### config.mk
export PLATFORM = sky130hd
export DESIGN_NAME = cfhs_sequencer
export DESIGN_NICKNAME = d
export VERILOG_FILES = /design/src/common/cfhs_pkg.sv /design/src/logic/cfhs_sequencer.sv
export SDC_FILE = /design/constraint.sdc
export NUM_CORES = 1
export LEC_CHECK = 0
export BUFFER_PORTS_ARGS = -buffer_cell sky130_fd_sc_hd__buf_2
export CAP_MARGIN = 40
export CELL_PAD_IN_SITES_DETAIL_PLACEMENT = 1
export CELL_PAD_IN_SITES_GLOBAL_PLACEMENT = 2
export CORE_MARGIN = 2
export CORE_UTILIZATION = 34
export CTS_CLUSTER_SIZE = 28
export DETAILED_ROUTE_END_ITERATION = 10
export PLACE_DENSITY = 0.78
export RECOVER_POWER = 100
export REMOVE_ABC_BUFFERS = 1
export SLEW_MARGIN = 10
export SYNTH_ARGS = -nofsm -noshare
export SYNTH_HDL_FRONTEND = slang
export SYNTH_SLANG_ARGS = --single-unit
### constraint.sdc
create_clock -name i_clk -period 2.4 [get_ports i_clk]
set_input_delay 0.12 -clock i_clk [delete_from_list [all_inputs] [get_ports i_clk]]
set_output_delay 0.12 -clock i_clk [all_outputs]
set_load 0.01 [all_outputs]
### src/common/cfhs_pkg.sv
// Package of constants and carrier types for the charger fault/hold sequencer.
package cfhs_pkg;

    // Clock and tick timing.
    localparam int unsigned CLK_HZ        = 20_000_000;
    localparam int unsigned TICK_US       = 1000;
    localparam int unsigned TICK_CYC      = CLK_HZ / 1_000_000 * TICK_US;
    localparam int unsigned TICK_W        = 15;

    // Timer lengths in ms ticks; hold lengths in minutes.
    localparam int unsigned TSD_DEB_MS    = 1;
    localparam int unsigned FB_DEB_MS     = 20;
    localparam int unsigned RETRY_MS      = 2000;
    localparam int unsigned DEAD_MS       = 2000;
    localparam int unsigned HOLD30_MIN    = 30;
    localparam int unsigned HOLD60_MIN    = 60;
    localparam int unsigned MS_PER_MIN    = 60_000;
    localparam int unsigned TMR_W         = 22;

    // Hold-configuration strap codes.
    localparam logic [1:0] HCFG_GND      = 2'h0;
    localparam logic [1:0] HCFG_MID      = 2'h1;
    localparam logic [1:0] HCFG_BIAS     = 2'h2;

    // Current class codes.
    localparam logic [1:0] DIV_2A4       = 2'h0;
    localparam logic [1:0] DIV_2A1       = 2'h1;
    localparam logic [1:0] DIV_1A0       = 2'h2;
    localparam logic [1:0] LIM_3A3       = 2'h0;
    localparam logic [1:0] LIM_2A75      = 2'h1;
    localparam logic [1:0] LIM_2A41      = 2'h2;
    localparam logic [1:0] LIM_2A1       = 2'h3;
    localparam logic [1:0] FB_NONE       = 2'h0;
    localparam logic [1:0] FB_2A41       = 2'h1;
    localparam logic [1:0] FB_2A1        = 2'h2;

    // Spread-spectrum trim span, in trim steps of 0.5 percent: +-3 percent.
    localparam logic signed [3:0] SS_SPAN = 4'sh6;

    typedef struct packed {
        logic [1:0] div_class;
        logic [1:0] port_limit;
        logic [1:0] foldback;
    } cfhs_current_limit_strap_t;

    typedef struct packed {
        logic switch_one;
        logic switch_two;
        logic gate_drive;
        logic data_switches;
        logic detect_run;
    } cfhs_port_t;

    typedef enum logic [1:0] {
        ST_RUN    = 2'b00,
        ST_FB_OFF = 2'b01,
        ST_TSD    = 2'b11
    } cfhs_state_t;

    typedef enum logic [1:0] {
        HS_IDLE   = 2'b00,
        HS_DEAD   = 2'b01,
        HS_ACTIVE = 2'b11,
        HS_OFF    = 2'b10
    } cfhs_hold_t;

endpackage : cfhs_pkg

### src/logic/cfhs_sequencer.sv
// Fault, hold and charge-detect sequencer for a dual-port dedicated charger.
`timescale 1ns/10ps
module cfhs_sequencer
    import cfhs_pkg::*;
#(
    parameter int unsigned TICK_CYCLES = TICK_CYC,
    parameter bit          SPREAD_EN   = 1'b0
) (
    // Clock and reset.
    input  wire logic        i_clk,
    input  wire logic        i_sys_rst,
    // Asynchronous comparator and pin inputs.
    input  wire logic        i_tsd_hot,
    input  wire logic        i_fb_hot,
    input  wire logic [1:0]  i_dm_high,
    input  wire logic [1:0]  i_dp_high,
    input  wire logic        i_host_port_enable,
    input  wire logic [1:0]  i_hold_strap,
    input  wire logic [2:0]  i_current_limit_strap,
    // Port and supply controls.
    output cfhs_port_t       o_port,
    output logic             o_converter_en,
    output logic             o_self_reset,
    output logic             o_port_discharge,
    output logic             o_hold_enable,
    output logic             o_power_off,
    // Data-line, limit and oscillator trim controls.
    output logic [1:0]       o_divider_connect,
    output logic [1:0]       o_line_short,
    output cfhs_current_limit_strap_t       o_current_limit_strap,
    output logic signed [3:0] o_osc_trim
);

    localparam int unsigned NSYNC = 7;

    // Three-stage synchronisers; a change is taken when stages two and three agree.
    logic [NSYNC-1:0] raw_w;
    logic [NSYNC-1:0] s1_q, s2_q, s3_q, filt_q;
    assign raw_w = {i_tsd_hot, i_fb_hot, i_dm_high, i_dp_high,
                    i_host_port_enable};
    genvar g;
    generate
        for (g = 0; g < NSYNC; g++) begin : g_sync
            always_ff @(posedge i_clk) begin
                s1_q[g] <= raw_w[g];
                s2_q[g] <= s1_q[g];
                s3_q[g] <= s2_q[g];
                // Reset takes the settled pin level, so an idle minus line
                // or a high host enable is not seen as a change afterwards.
                if (i_sys_rst) begin
                    filt_q[g] <= s3_q[g];
                end else if (s2_q[g] == s3_q[g]) begin
                    filt_q[g] <= s3_q[g];
                end
            end
        end
    endgenerate

    wire logic       tsd_w  = filt_q[6];
    wire logic       fb_w   = filt_q[5];
    wire logic [1:0] dm_w   = filt_q[4:3];
    wire logic [1:0] dp_w   = filt_q[2:1];
    wire logic       hen_w  = filt_q[0];

    // Millisecond tick divider.
    // shared tick
    logic [TICK_W-1:0] tdiv_q;
    wire logic tick_w = (tdiv_q == TICK_W'(TICK_CYCLES - 1));
    always_ff @(posedge i_clk) begin
        if (i_sys_rst || tick_w) begin
            tdiv_q <= '0;
        end else begin
            tdiv_q <= tdiv_q + 1'b1;
        end
    end

    // Strap capture at boot; straps are static so one sample after reset.
    // boot capture
    logic        boot_q;
    logic [1:0]  hcfg_q;
    logic [2:0]  lcfg_q;
    always_ff @(posedge i_clk) begin
        if (i_sys_rst) begin
            boot_q <= 1'b1;
            hcfg_q <= HCFG_GND;
            lcfg_q <= '0;
        end else if (boot_q) begin
            boot_q <= 1'b0;
            hcfg_q <= i_hold_strap;
            lcfg_q <= i_current_limit_strap;
        end
    end

    function automatic cfhs_current_limit_strap_t dec_current_limit_strap(input logic [2:0] c);
        unique case (c)
            3'h0: dec_current_limit_strap = '{DIV_2A4, LIM_3A3,  FB_NONE};
            3'h1: dec_current_limit_strap = '{DIV_2A4, LIM_3A3,  FB_2A41};
            3'h2: dec_current_limit_strap = '{DIV_2A4, LIM_3A3,  FB_2A1};
            3'h3: dec_current_limit_strap = '{DIV_2A4, LIM_2A75, FB_2A1};
            3'h4: dec_current_limit_strap = '{DIV_2A4, LIM_2A75, FB_NONE};
            3'h5: dec_current_limit_strap = '{DIV_2A1, LIM_2A41, FB_NONE};
            3'h6: dec_current_limit_strap = '{DIV_2A1, LIM_2A41, FB_2A1};
            3'h7: dec_current_limit_strap = '{DIV_1A0, LIM_2A1,  FB_NONE};
        endcase
    endfunction : dec_current_limit_strap

    function automatic logic [TMR_W-1:0] hold_ms(input logic [1:0] c);
        if (c == HCFG_MID) begin
            hold_ms = TMR_W'(HOLD30_MIN * MS_PER_MIN);
        end else if (c == HCFG_BIAS) begin
            hold_ms = TMR_W'(HOLD60_MIN * MS_PER_MIN);
        end else begin
            hold_ms = '0;
        end
    endfunction : hold_ms

    wire cfhs_current_limit_strap_t strap_current_limit_strap_w = dec_current_limit_strap(lcfg_q);
    wire logic       hold_on_w    = (hcfg_q == HCFG_MID) ||
                                    (hcfg_q == HCFG_BIAS);

    // Thermal state machine.
    cfhs_state_t       st_q, st_d;
    logic [TMR_W-1:0]  deb_q, ret_q;
    wire logic tsd_done_w = tsd_w && (deb_q >= TMR_W'(TSD_DEB_MS));
    wire logic fb_done_w  = fb_w && (deb_q >= TMR_W'(FB_DEB_MS));
    wire logic ret_done_w = !fb_w && (ret_q >= TMR_W'(RETRY_MS));

    always_comb begin
        st_d = st_q;
        unique case (st_q)
            ST_RUN: begin
                if (tsd_done_w) begin
                    st_d = ST_TSD;
                end else if (fb_done_w) begin
                    st_d = ST_FB_OFF;
                end
            end
            ST_FB_OFF: begin
                if (tsd_done_w) begin
                    st_d = ST_TSD;
                end else if (ret_done_w) begin
                    st_d = ST_RUN;
                end
            end
            ST_TSD: st_d = ST_TSD;
            default: st_d = ST_RUN;
        endcase
    end

    always_ff @(posedge i_clk) begin
        if (i_sys_rst) begin
            st_q  <= ST_RUN;
            deb_q <= '0;
            ret_q <= '0;
        end else begin
            st_q <= st_d;
            if (!tsd_w && !fb_w) begin
                deb_q <= '0;
            end else if (tick_w) begin
                deb_q <= deb_q + 1'b1;
            end
            if (fb_w || st_q != ST_FB_OFF) begin
                ret_q <= '0;
            end else if (tick_w) begin
                ret_q <= ret_q + 1'b1;
            end
        end
    end

    // Hold-mode sequencer with discharge dead time.
    cfhs_hold_t       hs_q, hs_d;
    logic [TMR_W-1:0] hold_q, dead_q;
    logic             hen_prev_q;
    wire logic hen_edge_w = (hen_w != hen_prev_q);
    wire logic dead_end_w = (dead_q >= TMR_W'(DEAD_MS));
    wire logic hold_end_w = (hold_q >= hold_ms(hcfg_q));

    always_comb begin
        hs_d = hs_q;
        unique case (hs_q)
            HS_IDLE: if (!boot_q && hold_on_w) hs_d = HS_ACTIVE;
            HS_DEAD: if (dead_end_w) hs_d = HS_ACTIVE;
            HS_ACTIVE: begin
                if (hold_end_w) begin
                    hs_d = HS_OFF;
                end else if (hen_edge_w) begin
                    hs_d = HS_DEAD;
                end
            end
            HS_OFF: hs_d = HS_OFF;
        endcase
    end

    always_ff @(posedge i_clk) begin
        if (i_sys_rst) begin
            hs_q       <= HS_IDLE;
            hold_q     <= '0;
            dead_q     <= '0;
            hen_prev_q <= 1'b0;
        end else begin
            hs_q       <= hs_d;
            hen_prev_q <= hen_w;
            if (hs_q == HS_IDLE) begin
                hold_q <= '0;
            end else if (tick_w && hs_q != HS_OFF) begin
                hold_q <= hold_q + 1'b1;
            end
            if (hs_q != HS_DEAD) begin
                dead_q <= '0;
            end else if (tick_w) begin
                dead_q <= dead_q + 1'b1;
            end
        end
    end

    // Port paths; thermal faults override, discharge gates the switches.
    // shutdown action
    wire logic paths_ok_w = (st_q == ST_RUN);
    wire logic in_hold_w  = (hs_q == HS_DEAD) || (hs_q == HS_ACTIVE);
    wire logic power_w    = !hold_on_w || in_hold_w || hs_q == HS_IDLE;
    wire logic sw_on_w    = paths_ok_w && (hs_q != HS_DEAD) && power_w;
    wire logic det_on_w   = paths_ok_w && power_w;

    // Data-line detection per port.
    logic [1:0] short_q;

    // Spread-spectrum triangle dither of the oscillator trim.
    logic signed [3:0] trim_q;
    logic              up_q;

    always_ff @(posedge i_clk) begin
        if (i_sys_rst) begin
            o_port           <= '0;
            o_converter_en   <= 1'b0;
            o_self_reset     <= 1'b0;
            o_port_discharge <= 1'b0;
            o_hold_enable    <= 1'b0;
            o_power_off      <= 1'b0;
            o_divider_connect<= '0;
            o_line_short     <= '0;
            o_current_limit_strap           <= '0;
            short_q          <= '0;
            trim_q           <= '0;
            up_q             <= 1'b1;
        end else begin
            o_port.switch_one    <= sw_on_w;
            o_port.switch_two    <= sw_on_w;
            o_port.gate_drive    <= sw_on_w;
            o_port.data_switches <= sw_on_w;
            o_port.detect_run    <= det_on_w;
            o_converter_en       <= (st_q != ST_TSD) && power_w;
            o_self_reset         <= (st_q == ST_TSD);
            o_port_discharge     <= (hs_q == HS_DEAD);
            o_hold_enable        <= in_hold_w;
            o_power_off          <= (hs_q == HS_OFF);
            o_current_limit_strap               <= strap_current_limit_strap_w;
            if (st_q == ST_FB_OFF && strap_current_limit_strap_w.foldback != FB_NONE) begin
                o_current_limit_strap.port_limit <= (strap_current_limit_strap_w.foldback == FB_2A41) ?
                                     LIM_2A41 : LIM_2A1;
            end
            for (int p = 0; p < 2; p++) begin
                if (!det_on_w) begin
                    short_q[p] <= 1'b0;
                end else if (!dm_w[p] || dp_w[p]) begin
                    short_q[p] <= 1'b1;
                end
            end
            o_divider_connect <= det_on_w ? ~short_q : 2'h0;
            o_line_short      <= det_on_w ? short_q : 2'h0;
            if (SPREAD_EN && tick_w) begin
                if (up_q && trim_q == SS_SPAN) begin
                    up_q <= 1'b0;
                end else if (!up_q && trim_q == -SS_SPAN) begin
                    up_q <= 1'b1;
                end else begin
                    trim_q <= up_q ? trim_q + 4'sh1 : trim_q - 4'sh1;
                end
            end
        end
    end
    assign o_osc_trim = trim_q;

endmodule : cfhs_sequencer

Word level (Yosys, flattened, before mapping)
Memories as Yosys holds them, arrays and structs flattened. A register that Yosys moved wholly into a read port is not among the register bits.
Cells that the tools add are included.
Widths: inputs -> output; s select.

word-level totals
  bits in registers = 161
  bits in read-only memories = 48
  input bits = 14
  output and inout bits = 24
  logic and storage cells = 165
  memories = 1

memories
  name             depth  width  read ports  clocked after memory_dff  write ports  line                  source
  (no name shown)  8      6      1           1                         0            cfhs_sequencer.sv:95  unique case (c)

cells by class
  add/sub/neg operators = 5
  $lt $le $gt $ge = 5
  equal/unequal tests = 26
  muxes and demuxes = 31
  bitwise operators = 2
  reduce and logical (&&, ||, !) cells = 42

operator list
  operator               count
  $add 22x1->22 const B  4
  $ge 22x11->1 const B   2
  $mux 22                2
  $ge 22x1->1 const B    1
  $ge 22x22->1           1
  $ge 22x5->1 const B    1
  $mux 2                 9
  $mux 1                 16
  $reduce_bool 2->1      8
  $add 15x1->15 const B  1
  $eq 15x15->1 const B   1
  $logic_and 1x1->1      11
  $reduce_or 2->1        5
  $ne 3x3->1 const B     3
  $eq 2x1->1 const B     4
  $eq 2x2->1 const B     4
  $logic_or 1x1->1       8
  $ne 2x2->1 const B     4
  $pmux 2 s4             1
  $eq 1x1->1             7
  $logic_not 1->1        6
  $mux 3                 2
  $pmux 2 s3             1
  $logic_not 2->1        2
  other kinds (6)        7

Logic depth before layout (Yosys ltp)
  word-level depth = 8
  mapped depth = 10
  gate-level depth less buffers = 9

Worst setup path after synthesis
No wires, ideal clock.

  path type = register -> register
  from = register tdiv_q[0]
  to = register dead_q[21]
  library setup time = 0.070 ns
  arrival = 2.133 ns
  required time = 2.330 ns
  slack = 0.197 ns
  cell stages (with the launch flop) = 7
  path buffers = 0
  clock period less this slack = 2.203 ns
  path through = dfxtp_1 ha_1 nand4_1 or3_1 or3_1 or4_1 a21oi_1

on the way
  longest elaborated chain between the ends = 1

ends and longest elaborated chain
  item                      line                   source
  start: declaration        cfhs_sequencer.sv:67   logic [TICK_W-1:0] tdiv_q;
  start signal: assignment  cfhs_sequencer.sv:73   tdiv_q <= tdiv_q + 1'b1;
  $eq 15x15->1              cfhs_sequencer.sv:68   wire logic tick_w = (tdiv_q == TICK_W'(TICK_CYCLES - 1));
  end signal: assignment    cfhs_sequencer.sv:211  dead_q <= dead_q + 1'b1;
  end: declaration          cfhs_sequencer.sv:172  logic [TMR_W-1:0] hold_q, dead_q;

No other way between the ends.
A chain may end at the register's enable or synchronous reset.

Final worst setup path
  from = register tdiv_q[13]
  to = register dead_q[21]

Same word-level chain as after synthesis.

==> flow_summary.yaml <==
critical_path:
  crit_chain: "or3_4, or3_1, or3_1, or4_1, a21oi_1"
  required_ns: 2.75
  end_kind: "register"
  path_buf_inv: 0
  path_common_cell: "or3_1"
  path_class: "reg -> reg"
  crit_path_max_incr_delay_ns: 0.45
  cp-startpoint: "tdiv_q[13]$_SDFF_PP0_"
  crit_arrival_ns: 2.62
  crit_path_max_fanout: 5
  crit_family: "simple AND/OR/NAND/NOR gates"
  r2r_start: "tdiv_q[13]$_SDFF_PP0_"
  worstSetupStartpointType: "register"
  crit_slowest_cell: "or3_1"
power_and_ir_drop:
  p_int_mw: 4.78
  p_leak_nw: 3.04
  switching_share_pct: 25.2
  power_density_nw_per_um2: 747
  pwr-share-comb_pct: 8.1
  ir_worst_vdd_mv: 0.474
  switchingPower_mw: 1.61
  p_clk_share_pct: 45.6
  seq_power_share_pct: 46.3
flow_run:
  maxCapViolations: 0
detailed_routing:
  vias: 5805
  drt-total-wl_mm: 17.1
  via_per_inst: 5.01
  wl_per_cell_um: 14.8
  drc: 0
  drt_iter0_drc: 202
  ant_nets: 0
  drt_pass1_iterations: 4
clock_tree:
  clockBufferDepth: 2
  clock_latency_ns: 0.43
  cts_made_buffers: 17
  htreeDepth: 4
  cts_root_buf: "clkbuf_16"
  cts_tree: "built"
  path_clk_slew_ns: 0.07
  cts_sinks: 167
synth:
  yosysWarningCount: 0
  yosysUniqueCellTypes: 50
  synth_ff_type: "dfxtp_1"
  synth_area_leaders: "dfxtp_1 (44%), xor2_1 (6.1%), nor2_1 (5.4%)"
  synthCells: 811
  synth_area_um2: 7270
  synth_edf_count: 7
  avgSynthCellArea_um2: 8.97
  synthArstFlopShare_pct: 0
  seq_area_frac_synth_pct: 46.9
  yosys_register_bits: 167
  yosysTopAreaCellShare_pct: 44.0
  yosys.area.top_type: "dfxtp_1"
floorplan:
  io_pins: 38
  num_rows: 53
  die_h_um: 150
  start_util_pct: 34.6
  die_width_um: 150
  die_area_um2: 22600
  core-area_um2: 21000
sta:
  clock_skew_ns: 0.0156
  fin_crit_ns: 2.27
  holdWs_ns: 0.0286
  setup_viol: 0
  setup_ws_ns: 0.127
  tightest_slew_ns: 1.08
  max_freq_ghz: 0.440
  drv_slew: 0
  rsz0062_at_grt: "no"
  fin_crit_sh_pct: 94.7
  hold_violations: 0
  slew_headroom_pct: 27.9
final_layout:
  n_fill_cell: 2444
  final_cell_count_no_fill: 1158
  drive_gt1_share_pct: 8.83
  diodes: 0
  area_growth_syn_to_layout_pct: 17.7
  layout.nets: 913
  fin_util_pct: 40.7
place:
  globalplace.congestion: 0.769
  hpwl_mm: 12.0
  dp.cells: 1115
  dp_slack_ns: 0.141
  io_buffers: 33
global_routing:
  grt_use_total_pct: 16.2
  grt_pass1_wl_mm: 29.4
  gr-total-overflow: 0
  grt_pass1_vias: 5992
  grt_max_degree: 25
  antenna_found_initial: 0
hold_path:
  hold_start: "i_current_limit_strap[2]"
  hold_class: "in -> reg"
status:
  status: "completed"
-- cell usage in the layout (no fill, tap or decap), types with 10 or more instances in the layout --
cell type,count
buf_2,12
nand4_1,42
dfxtp_1,159
nand3_1,41
ha_1,28
clkbuf_16,17
nor4_1,15
xor2_1,51
inv_1,35
nor3_1,14
o21ai_0,36
clkbuf_1,26
xnor2_1,23
nand2_1,42
and3_1,22
nor2_1,105
buf_4,21
or3_1,29
dlygate4sd3_1,10
a21oi_1,44
-- sequential cells by signal (all words and copies together), names as in the netlist, 7 cells and up --
register,flops
dead_q,22
deb_q,22
hold_q,22
ret_q,22
s1_q,7
s2_q,7
s3_q,7
tdiv_q,15
-- kinds of logic (layout without fill, tap and decap cells) --
kind of cell,after synthesis,in the layout,synth area share [%]
compound gates,106,106,8.17
xor+xnor,74,74,8.91
fa+ha+maj,29,29,4.99
buf+inv,70,139,4.04
flops,167,167,46.9
mux,8,8,1.10
other cells,1,4,0.0516
simple gates,356,356,25.8
-- power by group through the flow --
stage	Combinational, mW	Sequential, mW	Clock (mW)
6_report	0.518	2.96	2.92
5_1_grt	0.573	2.97	3.12
4_1_cts	0.542	2.96	3.00
3_5_place_dp	0.524	3.02	0
3_3_place_gp	0.517	3.02	0
2_1_floorplan	0.249	3.04	0
-- worst paths after layout --
kind                            cells past startpoint                                        end  slack, ns
worst min register to register                      0                            s2_q[6]$_DFF_P_       0.33
worst max-delay path                                5                    dead_q[21]$_SDFFE_PP0N_       0.13
worst min-delay path                                3  strap_current_limit_strap_w[3]$_SDFF_PN0_       0.03
worst max register to register                      5                    dead_q[21]$_SDFFE_PP0N_       0.13
-- Yosys cell counts, types with 2 or more instances --
cell type  instances
nor2b_1            8
or3_1             29
nand3_1           41
xor2_1            51
o31ai_1            5
buf_4              7
nand4_1           42
or4_1              5
o21ai_0           38
and4_1             9
xnor2_1           23
and3_1            22
buf_2              4
dfxtp_1          160
a21oi_1           44
ha_1              29
nor2_1           105
edfxtp_1           7
or3b_1             2
and2_1            10
a211oi_1           3
inv_1             35
nor4_1            16
clkbuf_1          22
buf_1              2
o211ai_1           4
a31oi_1            3
nand2_1           42
nor3_1            14
nor4_2             2
mux2i_1            8
-- worst register-to-register path, cell delays in order, from the launching register on --
cell     delay (ns)
dfxtp_1        0.34
or3_4          0.44
or3_1          0.41
or3_1          0.45
or4_1          0.41
a21oi_1        0.14
-- what timing repair did --
action,in CTS,in global routing
setup endpoints to repair,0,5
gates resized for setup,0,5
setup buffers,0,1
hold endpoints to repair,10,0
hold buffers,10,0
-- cell type report --
class,count,area (um^2),share of cell area [%]
multi-input cells,577,3600,42.1
clock buffers,19,443,5.17
clock inverters,13,180,2.10
inverters,35,131,1.53
well taps,275,344,4.02
flip-flops and latches,167,3410,39.9
repair buffers,72,447,5.22
-- layer usage --
| metal | routed length (um) | GRT usage, % | up-vias |
|---|---|---|---|
| met3 | 378 | 3.67 | 7 |
| met5 | 0 | 0 | - |
| met1 | 8360 | 20.8 | 2805 |
| met4 | 163 | 4.10 | 0 |
| li1 | - | - | 2939 |
| met2 | 8240 | 27.5 | 54 |
-- per-stage QoR --
| stage | TNS [ns] | total power [mW] | cell area, um^2 |
|---|---|---|---|
| 2_1_floorplan | -27.69 | 3.29 | 7120 |
| 3_3_place_gp | 0 | 3.53 | 7860 |
| 3_5_place_dp | 0 | 3.55 | 7860 |
| 4_1_cts | 0 | 6.50 | 8580 |
| 5_1_grt | 0 | 6.67 | 8560 |
| 6_report | 0 | 6.40 | 8560 |
Note: power is estimated with default switching activity, not from simulation.
